## config.mk

```make
export PLATFORM = sky130hd
export DESIGN_NAME = afe_axis_flag_encoder_interface
export DESIGN_NICKNAME = d
export VERILOG_FILES = /design/src/verilog/afe_pkg.sv /design/src/verilog/afe_axis_flag_encoder_interface.sv /design/src/verilog/afe_input_cond.sv
export SDC_FILE = /design/constraint.sdc
export NUM_CORES = 2
export LEC_CHECK = 0
export ABC_AREA = 1
export BUFFER_PORTS_ARGS = -buffer_cell sky130_fd_sc_hd__buf_4
export CORE_ASPECT_RATIO = 1.1
export CORE_MARGIN = 4
export CORE_UTILIZATION = 34
export DETAILED_ROUTE_END_ITERATION = 12
export GPL_TIMING_DRIVEN = 0
export PLACE_DENSITY = 0.6
export SLEW_MARGIN = 20
export SYNTH_ARGS = -nofsm -noshare
export SYNTH_HDL_FRONTEND = slang
export SYNTH_SLANG_ARGS = --single-unit
```

## constraint.sdc

```tcl
create_clock -name clk -period 15.4 [get_ports clk]
set_clock_uncertainty 0.05 [all_clocks]
set_input_delay 3.08 -clock clk [delete_from_list [all_inputs] [get_ports clk]]
set_output_delay 3.08 -clock clk [all_outputs]
set_load 0.01 [all_outputs]
```

## src/verilog/afe_pkg.sv

```systemverilog
// afe_pkg: constants, parameter map and reset values for the axis flag
// and encoder interface block.
// Assumes one motor and one encoder channel per instance.
`default_nettype none

package afe_pkg;

  // conditioned input vector bit positions
  localparam int IN_PLUS = 0;
  localparam int IN_MINUS = 1;
  localparam int IN_HOME = 2;
  localparam int IN_FAULT = 3;
  localparam int IN_CHA = 4;
  localparam int IN_CHB = 5;
  localparam int IN_INDEX = 6;
  localparam int IN_JUMPER = 7;
  localparam int IN_NVP = 8;
  localparam int IN_N = 9;
  // idle pin levels: opto inputs read high when nothing drives them
  localparam logic [8:0] IN_RST_VAL = 9'h00F;

  // parameter word map: five encoder words, then the motor words
  localparam int PARAM_W = 24;
  localparam int PARAM_DEPTH = 13;
  localparam logic [3:0] PARAM_N = 4'hD;
  localparam logic [3:0] PARAM_LAST = 4'hC;
  localparam int ENC_GROUP = 5;
  localparam int ENC_MAX = 16;
  localparam int P_DECODE = 0;
  localparam int P_FILTER = 1;
  localparam int P_TRIG = 2;
  localparam int P_FLAG_SEL = 3;
  localparam int P_ENC_SPARE = 4;
  localparam int P_ACTIVATE = 5;
  localparam int P_COMM_ON = 6;
  localparam int P_OUT_ADDR = 7;
  localparam int P_FLAG_MODE = 8;
  localparam int P_FB_ADDR = 9;
  localparam int P_CYC_MULT = 10;
  localparam int P_CYC_COUNTS = 11;
  localparam int P_PHASE = 12;
  localparam logic [23:0] PARAM_ONE = 24'h000001;

  // addresses seen by the parameter words
  localparam logic [23:0] FLAG_ADDR1 = 24'h00C000;
  localparam logic [23:0] ENC1_PHASE_ADDR = 24'h00C001;
  localparam logic [23:0] OUT_PAIR1_ADDR = 24'h00C002;
  localparam logic [23:0] OUT_SINGLE1_ADDR = 24'h00C003;

  // flag address and mode word fields
  localparam int FM_DIR_MODE = 16;
  localparam int FM_LIM_DIS = 17;
  localparam int FM_FAULT_POL = 23;

  // decode word: [1:0] mode, [2] reverse sense
  localparam logic [1:0] DEC_PULSE_DIR = 2'h0;
  localparam logic [1:0] DEC_X1 = 2'h1;
  localparam logic [1:0] DEC_X2 = 2'h2;
  localparam logic [1:0] DEC_X4 = 2'h3;
  localparam int DEC_REV = 2;

  // capture word: [0] rising, [1] falling, [3:2] source
  localparam int TRG_RISE = 0;
  localparam int TRG_FALL = 1;
  localparam logic [1:0] SRC_INDEX = 2'h0;
  localparam logic [1:0] SRC_FLAG = 2'h1;
  localparam logic [1:0] SRC_AND = 2'h2;
  localparam logic [1:0] SRC_AND_NOT = 2'h3;

  localparam logic [1:0] FSEL_HOME = 2'h0;
  localparam logic [1:0] FSEL_PLUS = 2'h1;
  localparam logic [1:0] FSEL_MINUS = 2'h2;
  localparam logic [1:0] FSEL_FAULT = 2'h3;

  localparam logic [23:0] PARAM_RST [0:12] = '{
    24'h000007, 24'h000000, 24'h000001, 24'h000000, 24'h000000,
    24'h000000, 24'h000000, OUT_SINGLE1_ADDR, FLAG_ADDR1,
    ENC1_PHASE_ADDR, 24'h000001, 24'h001000, 24'h000055
  };

  // cycles spent after reset release before the store strap is trusted
  localparam logic [1:0] BOOT_WAIT = 2'h3;
  localparam logic [1:0] PH_ISSUE = 2'h0;
  localparam logic [1:0] PH_WAIT = 2'h1;
  localparam logic [1:0] PH_TAKE = 2'h2;

  typedef enum logic [1:0] {
    ST_BOOT = 2'b00,
    ST_LOAD = 2'b01,
    ST_IDLE = 2'b11,
    ST_SAVE = 2'b10
  } afe_state_type;

endpackage

`default_nettype wire
```

## src/verilog/afe_axis_flag_encoder_interface.sv

```systemverilog
// afe_axis_flag_encoder_interface: limits, home, fault, amplifier enable,
// encoder decode, capture, commutation phase and parameter store.
// Assumes all pin inputs are asynchronous and the store replies one cycle
// after a read strobe.
// Function
// motion needs limit input held low
// each limit blocks one travel direction
// limit checking can be switched off
// open-collector enable, jumper polarity, low-true default
// enable pin becomes direction in direction mode
// home flag open reads one
// home edge polarity set by capture words
// fault polarity programmable, default active low
// unconnected fault input means no fault
// decode x1, x2, x4 and pulse-direction
// decode value 7 is reversed x4
// delay filter on unless disable set
// capture source and edge, default rising index
// flag select zero picks home flag
// five parameter words per encoder
// decode 7 to 3 reverses count sense
// activation word one enables the motor
// output word names lower output pair
// feedback word names phase register address
// commutation cycle as count and multiplier
// phase spacing in 1/256 cycle
// save writes store, reset reloads it
// host reads and writes parameters by name
// pin inputs pass two flops first
`default_nettype none

module afe_axis_flag_encoder_interface
  import afe_pkg::*;
#(
  parameter int CNT_W = 24,
  parameter int ENC_ID = 1,
  parameter logic [23:0] ENC_PHASE_ADDR = ENC1_PHASE_ADDR,
  parameter logic [23:0] OUT_PAIR_ADDR = OUT_PAIR1_ADDR
) (
  input wire logic clk,
  input wire logic nrst,
  input wire logic plus_overtravel_in,
  input wire logic minus_overtravel_in,
  input wire logic home_flag_in,
  input wire logic amp_fault_in,
  input wire logic enc_cha_in,
  input wire logic enc_chb_in,
  input wire logic index_channel_in,
  input wire logic enable_polarity_jumper,
  input wire logic nv_present,
  input wire logic amp_enable_req,
  input wire logic cmd_dir_neg,
  input wire logic capture_clear,
  input wire logic param_wr,
  input wire logic param_rd,
  input wire logic [3:0] param_sel,
  input wire logic [23:0] param_wdata,
  input wire logic save_cmd,
  input wire logic [23:0] nv_rdata,
  output var logic amp_enable_dir_out_q,
  output var logic amp_enable_dir_oe_q,
  output var logic move_pos_ok_q,
  output var logic move_neg_ok_q,
  output var logic home_flag_level_q,
  output var logic fault_active_q,
  output var logic [CNT_W-1:0] enc_count_q,
  output var logic [CNT_W-1:0] capture_pos_q,
  output var logic capture_flag_q,
  output var logic [23:0] comm_phase_a_q,
  output var logic [23:0] comm_phase_b_q,
  output var logic comm_valid_q,
  output var logic [23:0] param_rdata_q,
  output var logic param_ack_q,
  output var logic param_busy_q,
  output var logic nv_wr_q,
  output var logic nv_rd_q,
  output var logic [3:0] nv_addr_q,
  output var logic [23:0] nv_wdata_q
);

  logic rst_meta_q;
  logic rst_n_q;
  always_ff @(posedge clk or negedge nrst) begin
    if (!nrst) begin
      rst_meta_q <= 1'b0;
      rst_n_q <= 1'b0;
    end else begin
      rst_meta_q <= 1'b1;
      rst_n_q <= rst_meta_q;
    end
  end

  // parameter words
  logic [23:0] param_q [0:PARAM_DEPTH-1];
  logic [3:0] dec_sel;
  logic filt_dis;
  logic [3:0] trg;
  logic [1:0] fsel;
  logic activ;
  logic comm_on;
  logic [23:0] fm;
  logic [23:0] mult;
  logic [23:0] counts;
  logic [7:0] phase;
  logic fb_match;
  logic out_ok;
  assign dec_sel = param_q[P_DECODE][3:0];
  assign filt_dis = param_q[P_FILTER][0];
  assign trg = param_q[P_TRIG][3:0];
  assign fsel = param_q[P_FLAG_SEL][1:0];
  assign activ = param_q[P_ACTIVATE] == PARAM_ONE;
  assign comm_on = param_q[P_COMM_ON] == PARAM_ONE;
  assign fm = param_q[P_FLAG_MODE];
  assign mult = param_q[P_CYC_MULT];
  assign counts = param_q[P_CYC_COUNTS];
  assign phase = param_q[P_PHASE][7:0];
  assign fb_match = param_q[P_FB_ADDR] == ENC_PHASE_ADDR;
  assign out_ok = param_q[P_OUT_ADDR] == OUT_PAIR_ADDR;

  // pin conditioning
  logic [IN_N-1:0] pins;
  logic [IN_N-1:0] filt_en;
  logic [IN_N-1:0] cin;
  assign pins = {nv_present, enable_polarity_jumper, index_channel_in,
                 enc_chb_in, enc_cha_in, amp_fault_in, home_flag_in,
                 minus_overtravel_in, plus_overtravel_in};
  assign filt_en = {2'b00, {3{~filt_dis}}, 4'h0};

  afe_input_cond #(.W(IN_N), .RST_VAL(IN_RST_VAL)) u_cond (
    .clk(clk),
    .rst_n(rst_n_q),
    .din(pins),
    .filt_en(filt_en),
    .dout_q(cin)
  );

  // limits, fault and amplifier enable
  logic lim_dis;
  logic dir_mode;
  logic jumper;
  logic fault_d;
  logic pos_ok_d;
  logic neg_ok_d;
  logic amp_en;
  logic conduct_d;
  assign lim_dis = fm[FM_LIM_DIS];
  assign dir_mode = fm[FM_DIR_MODE];
  assign jumper = cin[IN_JUMPER];
  assign fault_d = fm[FM_FAULT_POL] ? cin[IN_FAULT] : ~cin[IN_FAULT];
  assign pos_ok_d = activ & ~fault_d & (lim_dis | ~cin[IN_MINUS]);
  assign neg_ok_d = activ & ~fault_d & (lim_dis | ~cin[IN_PLUS]);
  assign amp_en = activ & amp_enable_req & ~fault_d;
  assign conduct_d = dir_mode ? (cmd_dir_neg ^ jumper)
                              : (amp_en ^ jumper);

  always_ff @(posedge clk or negedge rst_n_q) begin
    if (!rst_n_q) begin
      move_pos_ok_q <= 1'b0;
      move_neg_ok_q <= 1'b0;
      fault_active_q <= 1'b0;
      home_flag_level_q <= 1'b1;
      amp_enable_dir_out_q <= 1'b0;
      amp_enable_dir_oe_q <= 1'b0;
    end else begin
      move_pos_ok_q <= pos_ok_d;
      move_neg_ok_q <= neg_ok_d;
      fault_active_q <= fault_d;
      home_flag_level_q <= cin[IN_HOME];
      amp_enable_dir_out_q <= 1'b0;
      amp_enable_dir_oe_q <= conduct_d;
    end
  end

  // encoder decode
  logic a_p_q;
  logic b_p_q;
  logic a_ch;
  logic b_ch;
  logic quad_up;
  logic step;
  logic up;
  assign a_ch = cin[IN_CHA] ^ a_p_q;
  assign b_ch = cin[IN_CHB] ^ b_p_q;
  assign quad_up = cin[IN_CHA] ^ b_p_q;
  // in x2 and x4 a double change is a lost state and is not counted
  assign step = (dec_sel[1:0] == DEC_PULSE_DIR) ? (a_ch & cin[IN_CHA]) :
                (dec_sel[1:0] == DEC_X1) ? (a_ch & (cin[IN_CHA] == quad_up)) :
                (dec_sel[1:0] == DEC_X2) ? (a_ch & ~b_ch) :
                ((a_ch ^ b_ch));
  assign up = ((dec_sel[1:0] == DEC_PULSE_DIR) ? ~cin[IN_CHB] : quad_up) ^
              dec_sel[DEC_REV];

  always_ff @(posedge clk or negedge rst_n_q) begin
    if (!rst_n_q) begin
      a_p_q <= 1'b0;
      b_p_q <= 1'b0;
      enc_count_q <= '0;
    end else begin
      a_p_q <= cin[IN_CHA];
      b_p_q <= cin[IN_CHB];
      if (step) begin
        enc_count_q <= up ? enc_count_q + 1'b1 : enc_count_q - 1'b1;
      end
    end
  end

  // position capture
  logic flag_sig;
  logic trig_sig;
  logic trig_p_q;
  logic cap_ev;
  logic cap_take;
  assign flag_sig = (fsel == FSEL_HOME) ? cin[IN_HOME] :
                    (fsel == FSEL_PLUS) ? cin[IN_PLUS] :
                    (fsel == FSEL_MINUS) ? cin[IN_MINUS] : cin[IN_FAULT];
  assign trig_sig = (trg[3:2] == SRC_INDEX) ? cin[IN_INDEX] :
                    (trg[3:2] == SRC_FLAG) ? flag_sig :
                    (trg[3:2] == SRC_AND) ? (cin[IN_INDEX] & flag_sig) :
                    (cin[IN_INDEX] & ~flag_sig);
  assign cap_ev = (trg[TRG_RISE] & trig_sig & ~trig_p_q) |
                  (trg[TRG_FALL] & ~trig_sig & trig_p_q);
  // first event is held until software clears the flag
  assign cap_take = cap_ev & (~capture_flag_q | capture_clear);

  always_ff @(posedge clk or negedge rst_n_q) begin
    if (!rst_n_q) begin
      trig_p_q <= 1'b0;
      capture_flag_q <= 1'b0;
      capture_pos_q <= '0;
    end else begin
      trig_p_q <= trig_sig;
      capture_flag_q <= cap_ev | (capture_flag_q & ~capture_clear);
      if (cap_take) begin
        capture_pos_q <= enc_count_q;
      end
    end
  end

  // commutation phase position in multiplied counts, wrapped at a cycle
  logic comm_run;
  logic comm_step;
  logic [24:0] u_up_sum;
  logic [23:0] u_up;
  logic [23:0] u_dn;
  logic [31:0] prod;
  logic [23:0] off;
  logic [24:0] b_sum;
  logic [23:0] b_pos;
  assign comm_run = activ & comm_on;
  assign comm_step = step & comm_run & fb_match;
  assign u_up_sum = {1'b0, comm_phase_a_q} + {1'b0, mult};
  assign u_up = (u_up_sum >= {1'b0, counts}) ?
                24'(u_up_sum - {1'b0, counts}) : u_up_sum[23:0];
  assign u_dn = (comm_phase_a_q < mult) ?
                24'(comm_phase_a_q + counts - mult) :
                24'(comm_phase_a_q - mult);
  assign prod = {24'h000000, phase} * {8'h00, counts};
  assign off = prod[31:8];
  assign b_sum = {1'b0, comm_phase_a_q} + {1'b0, off};
  assign b_pos = (b_sum >= {1'b0, counts}) ?
                 24'(b_sum - {1'b0, counts}) : b_sum[23:0];

  always_ff @(posedge clk or negedge rst_n_q) begin
    if (!rst_n_q) begin
      comm_phase_a_q <= '0;
      comm_phase_b_q <= '0;
      comm_valid_q <= 1'b0;
    end else begin
      comm_valid_q <= comm_run & fb_match & out_ok;
      comm_phase_b_q <= comm_run ? b_pos : '0;
      if (!comm_run) begin
        comm_phase_a_q <= '0;
      end else if (comm_step) begin
        comm_phase_a_q <= up ? u_up : u_dn;
      end
    end
  end

  // parameter access and store sequencing
  afe_state_type st_q;
  afe_state_type st_d;
  logic [3:0] idx_q;
  logic [1:0] ph_q;
  logic [1:0] boot_q;
  logic idle;
  logic sel_ok;
  logic ld_wr;
  logic host_wr;
  logic wr_en;
  logic [3:0] wr_idx;
  logic [23:0] wr_data;
  logic idx_last;
  assign idle = st_q == ST_IDLE;
  assign sel_ok = param_sel < PARAM_N;
  assign ld_wr = (st_q == ST_LOAD) && (ph_q == PH_TAKE);
  assign host_wr = param_wr & idle & sel_ok;
  assign wr_en = ld_wr | host_wr;
  assign wr_idx = ld_wr ? idx_q : param_sel;
  assign wr_data = ld_wr ? nv_rdata : param_wdata;
  assign idx_last = idx_q == PARAM_LAST;

  always_comb begin
    st_d = st_q;
    case (st_q)
      ST_BOOT: begin
        if (boot_q == BOOT_WAIT) begin
          st_d = cin[IN_NVP] ? ST_LOAD : ST_IDLE;
        end
      end
      ST_LOAD: begin
        if (ld_wr && idx_last) begin
          st_d = ST_IDLE;
        end
      end
      ST_IDLE: begin
        if (save_cmd) begin
          st_d = ST_SAVE;
        end
      end
      ST_SAVE: begin
        if (idx_last) begin
          st_d = ST_IDLE;
        end
      end
      default: st_d = ST_BOOT;
    endcase
  end

  always_ff @(posedge clk or negedge rst_n_q) begin
    if (!rst_n_q) begin
      for (int i = 0; i < PARAM_DEPTH; i++) begin
        param_q[i] <= PARAM_RST[i];
      end
    end else if (wr_en) begin
      param_q[wr_idx] <= wr_data;
    end
  end

  always_ff @(posedge clk or negedge rst_n_q) begin
    if (!rst_n_q) begin
      st_q <= ST_BOOT;
      boot_q <= 2'h0;
      idx_q <= 4'h0;
      ph_q <= PH_ISSUE;
    end else begin
      st_q <= st_d;
      if (st_q == ST_BOOT) begin
        boot_q <= boot_q + 2'h1;
      end
      if (st_d != st_q) begin
        idx_q <= 4'h0;
        ph_q <= PH_ISSUE;
      end else if (st_q == ST_SAVE || ld_wr) begin
        idx_q <= idx_q + 4'h1;
        ph_q <= PH_ISSUE;
      end else if (st_q == ST_LOAD) begin
        ph_q <= ph_q + 2'h1;
      end
    end
  end

  always_ff @(posedge clk or negedge rst_n_q) begin
    if (!rst_n_q) begin
      nv_wr_q <= 1'b0;
      nv_rd_q <= 1'b0;
      nv_addr_q <= 4'h0;
      nv_wdata_q <= '0;
      param_rdata_q <= '0;
      param_ack_q <= 1'b0;
      param_busy_q <= 1'b1;
    end else begin
      nv_wr_q <= st_q == ST_SAVE;
      nv_rd_q <= (st_q == ST_LOAD) && (ph_q == PH_ISSUE);
      nv_addr_q <= idx_q;
      nv_wdata_q <= param_q[idx_q];
      param_ack_q <= (param_rd | param_wr) & idle;
      param_rdata_q <= (param_rd && sel_ok) ? param_q[param_sel] : '0;
      param_busy_q <= st_d != ST_IDLE;
    end
  end

  a_pos_limit_block: assert property (@(posedge clk) disable iff (!rst_n_q)
    (!lim_dis && cin[IN_MINUS]) |=> !move_pos_ok_q)
    else $error("positive travel allowed with minus limit open");
  a_neg_limit_block: assert property (@(posedge clk) disable iff (!rst_n_q)
    (!lim_dis && cin[IN_PLUS]) |=> !move_neg_ok_q)
    else $error("negative travel allowed with plus limit open");
  a_limit_bypass: assert property (@(posedge clk) disable iff (!rst_n_q)
    (lim_dis && activ && !fault_d) |=> (move_pos_ok_q && move_neg_ok_q))
    else $error("disabled limits still block motion");
  a_enable_low_true: assert property (@(posedge clk) disable iff (!rst_n_q)
    (!dir_mode && !jumper) |=> (amp_enable_dir_oe_q == $past(amp_en)))
    else $error("enable output not conducting when enabled");
  a_dir_mode_out: assert property (@(posedge clk) disable iff (!rst_n_q)
    dir_mode |=> (amp_enable_dir_oe_q == $past(cmd_dir_neg ^ jumper)))
    else $error("direction output wrong in direction mode");
  a_home_level: assert property (@(posedge clk) disable iff (!rst_n_q)
    cin[IN_HOME] [*2] |-> home_flag_level_q)
    else $error("open home switch not read as one");
  a_fault_idle: assert property (@(posedge clk) disable iff (!rst_n_q)
    (!fm[FM_FAULT_POL] && cin[IN_FAULT]) |=> !fault_active_q)
    else $error("undriven fault input seen as fault");
  a_fault_gate: assert property (@(posedge clk) disable iff (!rst_n_q)
    fault_active_q |-> !($past(amp_en) || move_pos_ok_q || move_neg_ok_q))
    else $error("fault did not shut down action");
  a_x4_reverse: assert property (@(posedge clk) disable iff (!rst_n_q)
    (dec_sel == 4'h7 && (a_ch ^ b_ch) && quad_up)
      |=> (enc_count_q == $past(enc_count_q) - 1'b1))
    else $error("reversed x4 decode counted the wrong way");
  a_capture_set: assert property (@(posedge clk) disable iff (!rst_n_q)
    (cap_ev && !capture_flag_q) |=> (capture_flag_q &&
      capture_pos_q == $past(enc_count_q)))
    else $error("capture event not latched");
  a_load_bounded: assert property (@(posedge clk) disable iff (!rst_n_q)
    (st_q == ST_LOAD && $past(st_q) != ST_LOAD) |-> ##[1:45] idle)
    else $error("store reload did not finish");
  a_param_reply: assert property (@(posedge clk) disable iff (!rst_n_q)
    (param_rd && idle && param_sel == 4'h0) |=>
      (param_ack_q && param_rdata_q == $past(param_q[P_DECODE])))
    else $error("parameter read not answered");

endmodule

`default_nettype wire

```

## src/verilog/afe_input_cond.sv

```systemverilog
// afe_input_cond: two-flop synchroniser plus optional delay filter for a
// vector of asynchronous pin inputs.
// Assumes rst_n is already synchronous to clk.
`default_nettype none

module afe_input_cond #(
  parameter int W = 1,
  parameter logic [W-1:0] RST_VAL = '0
) (
  input wire logic clk,
  input wire logic rst_n,
  input wire logic [W-1:0] din,
  input wire logic [W-1:0] filt_en,
  output var logic [W-1:0] dout_q
);

  logic [W-1:0] meta_q;
  logic [W-1:0] sync_q;
  logic [W-1:0] hold_q;
  logic [W-1:0] agree;
  logic [W-1:0] dout_d;

  // filtered bits move only after two agreeing synchronised samples
  assign agree = ~(sync_q ^ hold_q);
  assign dout_d = ((~filt_en | agree) & sync_q) |
                  ((filt_en & ~agree) & dout_q);

  always_ff @(posedge clk or negedge rst_n) begin
    if (!rst_n) begin
      meta_q <= RST_VAL;
      sync_q <= RST_VAL;
      hold_q <= RST_VAL;
      dout_q <= RST_VAL;
    end else begin
      meta_q <= din;
      sync_q <= meta_q;
      hold_q <= sync_q;
      dout_q <= dout_d;
    end
  end

endmodule

`default_nettype wire

```

==> flow_metrics.tcl <==
set metrics [dict create \
    status "finished clean" \
    worstPathArrival_ns 10.10 \
    grt_usage_pct 29.2 \
    ys_ff_latch 516 \
    powerDensity_mw_per_mm2 229 \
    yosysTopAreaCell "dfrtp_1" \
    cts_root_buffer "clkbuf_16" \
    r2r_start "param_q[6]" \
    antenna_found_initial 7 \
    drtPass1Iterations 6 \
    fill_cells 13200 \
    power.static_leakage_uw 0.0247 \
    worstPathRequired_ns 15.91 \
    gp_congestion 1.08 \
    wl_met3_microns 16400 \
    ios 229 \
    core.rowCount 135 \
    regArea_sq_mm 0.0130 \
    syn_to_final_growth_pct 14.7 \
    asyncSetResetFlopFracSynth_pct 100 \
    cp-endpoint "comm_phase_b_q[13]" \
    slowest_delay_ns 0.61 \
    highest_layer "met5" \
    grt_max_degree 59 \
    core_area_sq_mm 0.123 \
    met1Wirelength_microns 73400 \
    cts.sinks 516 \
    drc 0 \
    die-area_sq_mm 0.130 \
    multi_input_area_sq_mm 0.0246 \
    cts_buffers 58 \
    fin_ws_ns 5.80 \
    nets 6743 \
    worstSetupPathType "reg2reg" \
    startpoint_type "flop" \
    yosys_warnings 0 \
    crit_path_max_fanout 10 \
    cts-hold-fix-buffers 0 \
    drive_above_1_share_pct 7.80 \
    min_path_type "reg2async" \
    crit_start "param_q[6]" \
    synth_fp_nets 6446 \
    hold_ws_ns 0.224 \
    ys_seq_area_share_pct 30.6 \
    die_h_microns 378 \
    min_period_over_period_pct 62.3 \
    worst_slew_pin_slew_ns 1.19 \
    ys.flop_type "dfrtp_1" \
    setup_viol 0 \
    grt.overflow.total 0 \
    report.final.slew_viol_count 0 \
    hpwlAfterDp_microns 157000 \
    peakVddDrop_uv 136 \
    grt_pass1_wl_microns 281000 \
    synth.distinct_cells 56 \
    die_x_microns 344 \
    post_cts_resized 0 \
    period_minus_slack_ns 9.60 \
    port_buffers 225 \
    crit_slowest_cell "clkbuf_1" \
    worstSetupEndpointType "flop" \
    worstRegToRegCells 40 \
    netlist_area_sq_mm 0.0423 \
    drt_iter0_drc 4526 \
    clockBufferDepth 3 \
    vias 43500 \
    syn_avg_cell_area_sq_um 7.06 \
    post-synth-top-count-cell "nand2_1" \
    hold_viol_final 0 \
    routed_wl_microns 194000 \
    vias_per_cell 5.45 \
    r2r_end "comm_phase_b_q[13]" \
    fin_util_pct 39.3 \
    fin_tns_setup_ns 0 \
    cts_tree "done" \
    place_ws_ns 5.88 \
    clk_latency_ns 0.70 \
    synthTopCellsByArea "dfrtp_1 (29%), nand2_1 (13%), inv_1 (7.8%)" \
    cts_setup_buffers 0 \
    maxCapViolCount 0 \
    rsz0062_at_grt "no" \
    slew_headroom_pct 20.6 \
    finalPower_uw 11100 \
    r2r_setup_slack_ns 5.80 \
    synth-edff-count 0 \
    clk_pin_slew_ns 0.07 \
    antenna_left 0 \
    initial_core_util_pct 34.3 \
    fmax_mhz 104 \
    ctsHtreeMaxLevel 2 \
    synth_top_area_share_pct 28.6 \
    synthCells 5992 \
    synth_common_cells "nand2_1 (1422), inv_1 (881), o21ai_0 (659)" \
    grt_pass1_vias 43000 \
    cp_common_cell "nand2_1" \
    wire_per_inst_microns 24.3 \
    wl_met2_microns 86600 \
]
[per-layer routing]
metal,track usage (%),vias up
met5,0,-
li1,-,20000
met2,46.8,2127
met1,34.7,20700
met4,21.6,8
met3,5.52,626
[power breakdown]
part           switching [uW]  internal, uW
clock                     637           938
sequential                366          1750
combinational            5150          2250
[layout make-up]
class                   count  share of cell area, %
well taps                1644                   4.24
clock buffers              79                   3.40
multi-input cells        4275                   50.7
diodes                      3                 0.0155
flip-flops and latches    516                   26.7
plain buffers             316                   2.97
repair buffers            237                   4.10
inverters                 885                   6.85
clock inverters            27                   1.00
[flip-flops by register name, indices dropped and copies added, names as in the netlist, 4 cells and up, named ones only]
signal and count:
param_rdata_q 24, nv_wdata_q 24, enc_count_q 24, u_cond.meta_q 9, comm_phase_b_q 24, comm_phase_a_q 24
dec_sel 4, idx_q 4, capture_pos_q 24, nv_addr_q 4, counts 24, param_q 233
fm 24, mult 24, u_cond.sync_q 9, u_cond.hold_q 8
[cell usage in the layout, fill, tap and decap left out, drive strengths merged, types with 3 or more instances in the layout]
master and n:
nand2 1427, nor4 17, nor3 47, bufinv 11, xor2 77, and3 3, a211oi 10, o21ai 764
buf 338, a21oi 566, xnor2 44, diode 3, a221oi 3, clkbuf 294, a21o 18, nand3 305
a31oi 15, o211ai 72, fa 160, ha 225, a311o 24, clkinv 10, inv 889, or2 21
o21bai 32, o21a 10, nand4 66, nand3b 11, dfstp 33, a21boi 7, nor2 330, dfrtp 483
o22ai 5
[worst max-delay path, delay by kind of cell (launching register included)]
family	cells	cell delay, ns
AOI/OAI and AO/OA	7	1.72
buffers and inverters	10	2.02
DFF	1	0.51
xor gates and xnor gates	2	0.44
and+or+nand+nor	14	1.67
adders and majority gates	7	3.00
[cell families (layout without fill, tap and decap cells)]
kind of cell / count (synthesis) / after routing / synth area share [%]
flip-flops: 516 / 516 / 30.6
AO/OA/AOI/OAI: 1534 / 1534 / 19.6
XOR/XNOR: 121 / 121 / 2.51
multiplexers: 1 / 1 / 0.0266
adder cells (fa/ha/maj): 385 / 385 / 14.2
AND/OR/NAND/NOR: 2232 / 2232 / 21.7
buffers and inverters: 1201 / 1544 / 11.3
other: 2 / 5 / 0.0178
[stage by stage]
stage,std cells,cell area [sq um]
3_5_place_dp,7873,46300
3_3_place_gp,7861,46000
4_1_cts,7979,48500
2_1_floorplan,5992,42300
6_report,7982,48500
5_1_grt,7979,48500
[worst min-delay path by stage]
stage                          start                 to  slack (ns)  cells after the start
floorplan                 rst_meta_q            rst_n_q        0.28                      0
global placement    u_cond.meta_q[7]   u_cond.sync_q[7]        0.28                      0
detailed placement           rst_n_q   u_cond.meta_q[4]        0.24                      0
CTS                          rst_n_q  param_rdata_q[22]        0.24                      0
global route                 rst_n_q   u_cond.meta_q[4]        0.27                      0
finish                       rst_n_q   u_cond.meta_q[4]        0.22                      0
Note: power is estimated with default switching activity, not from simulation.
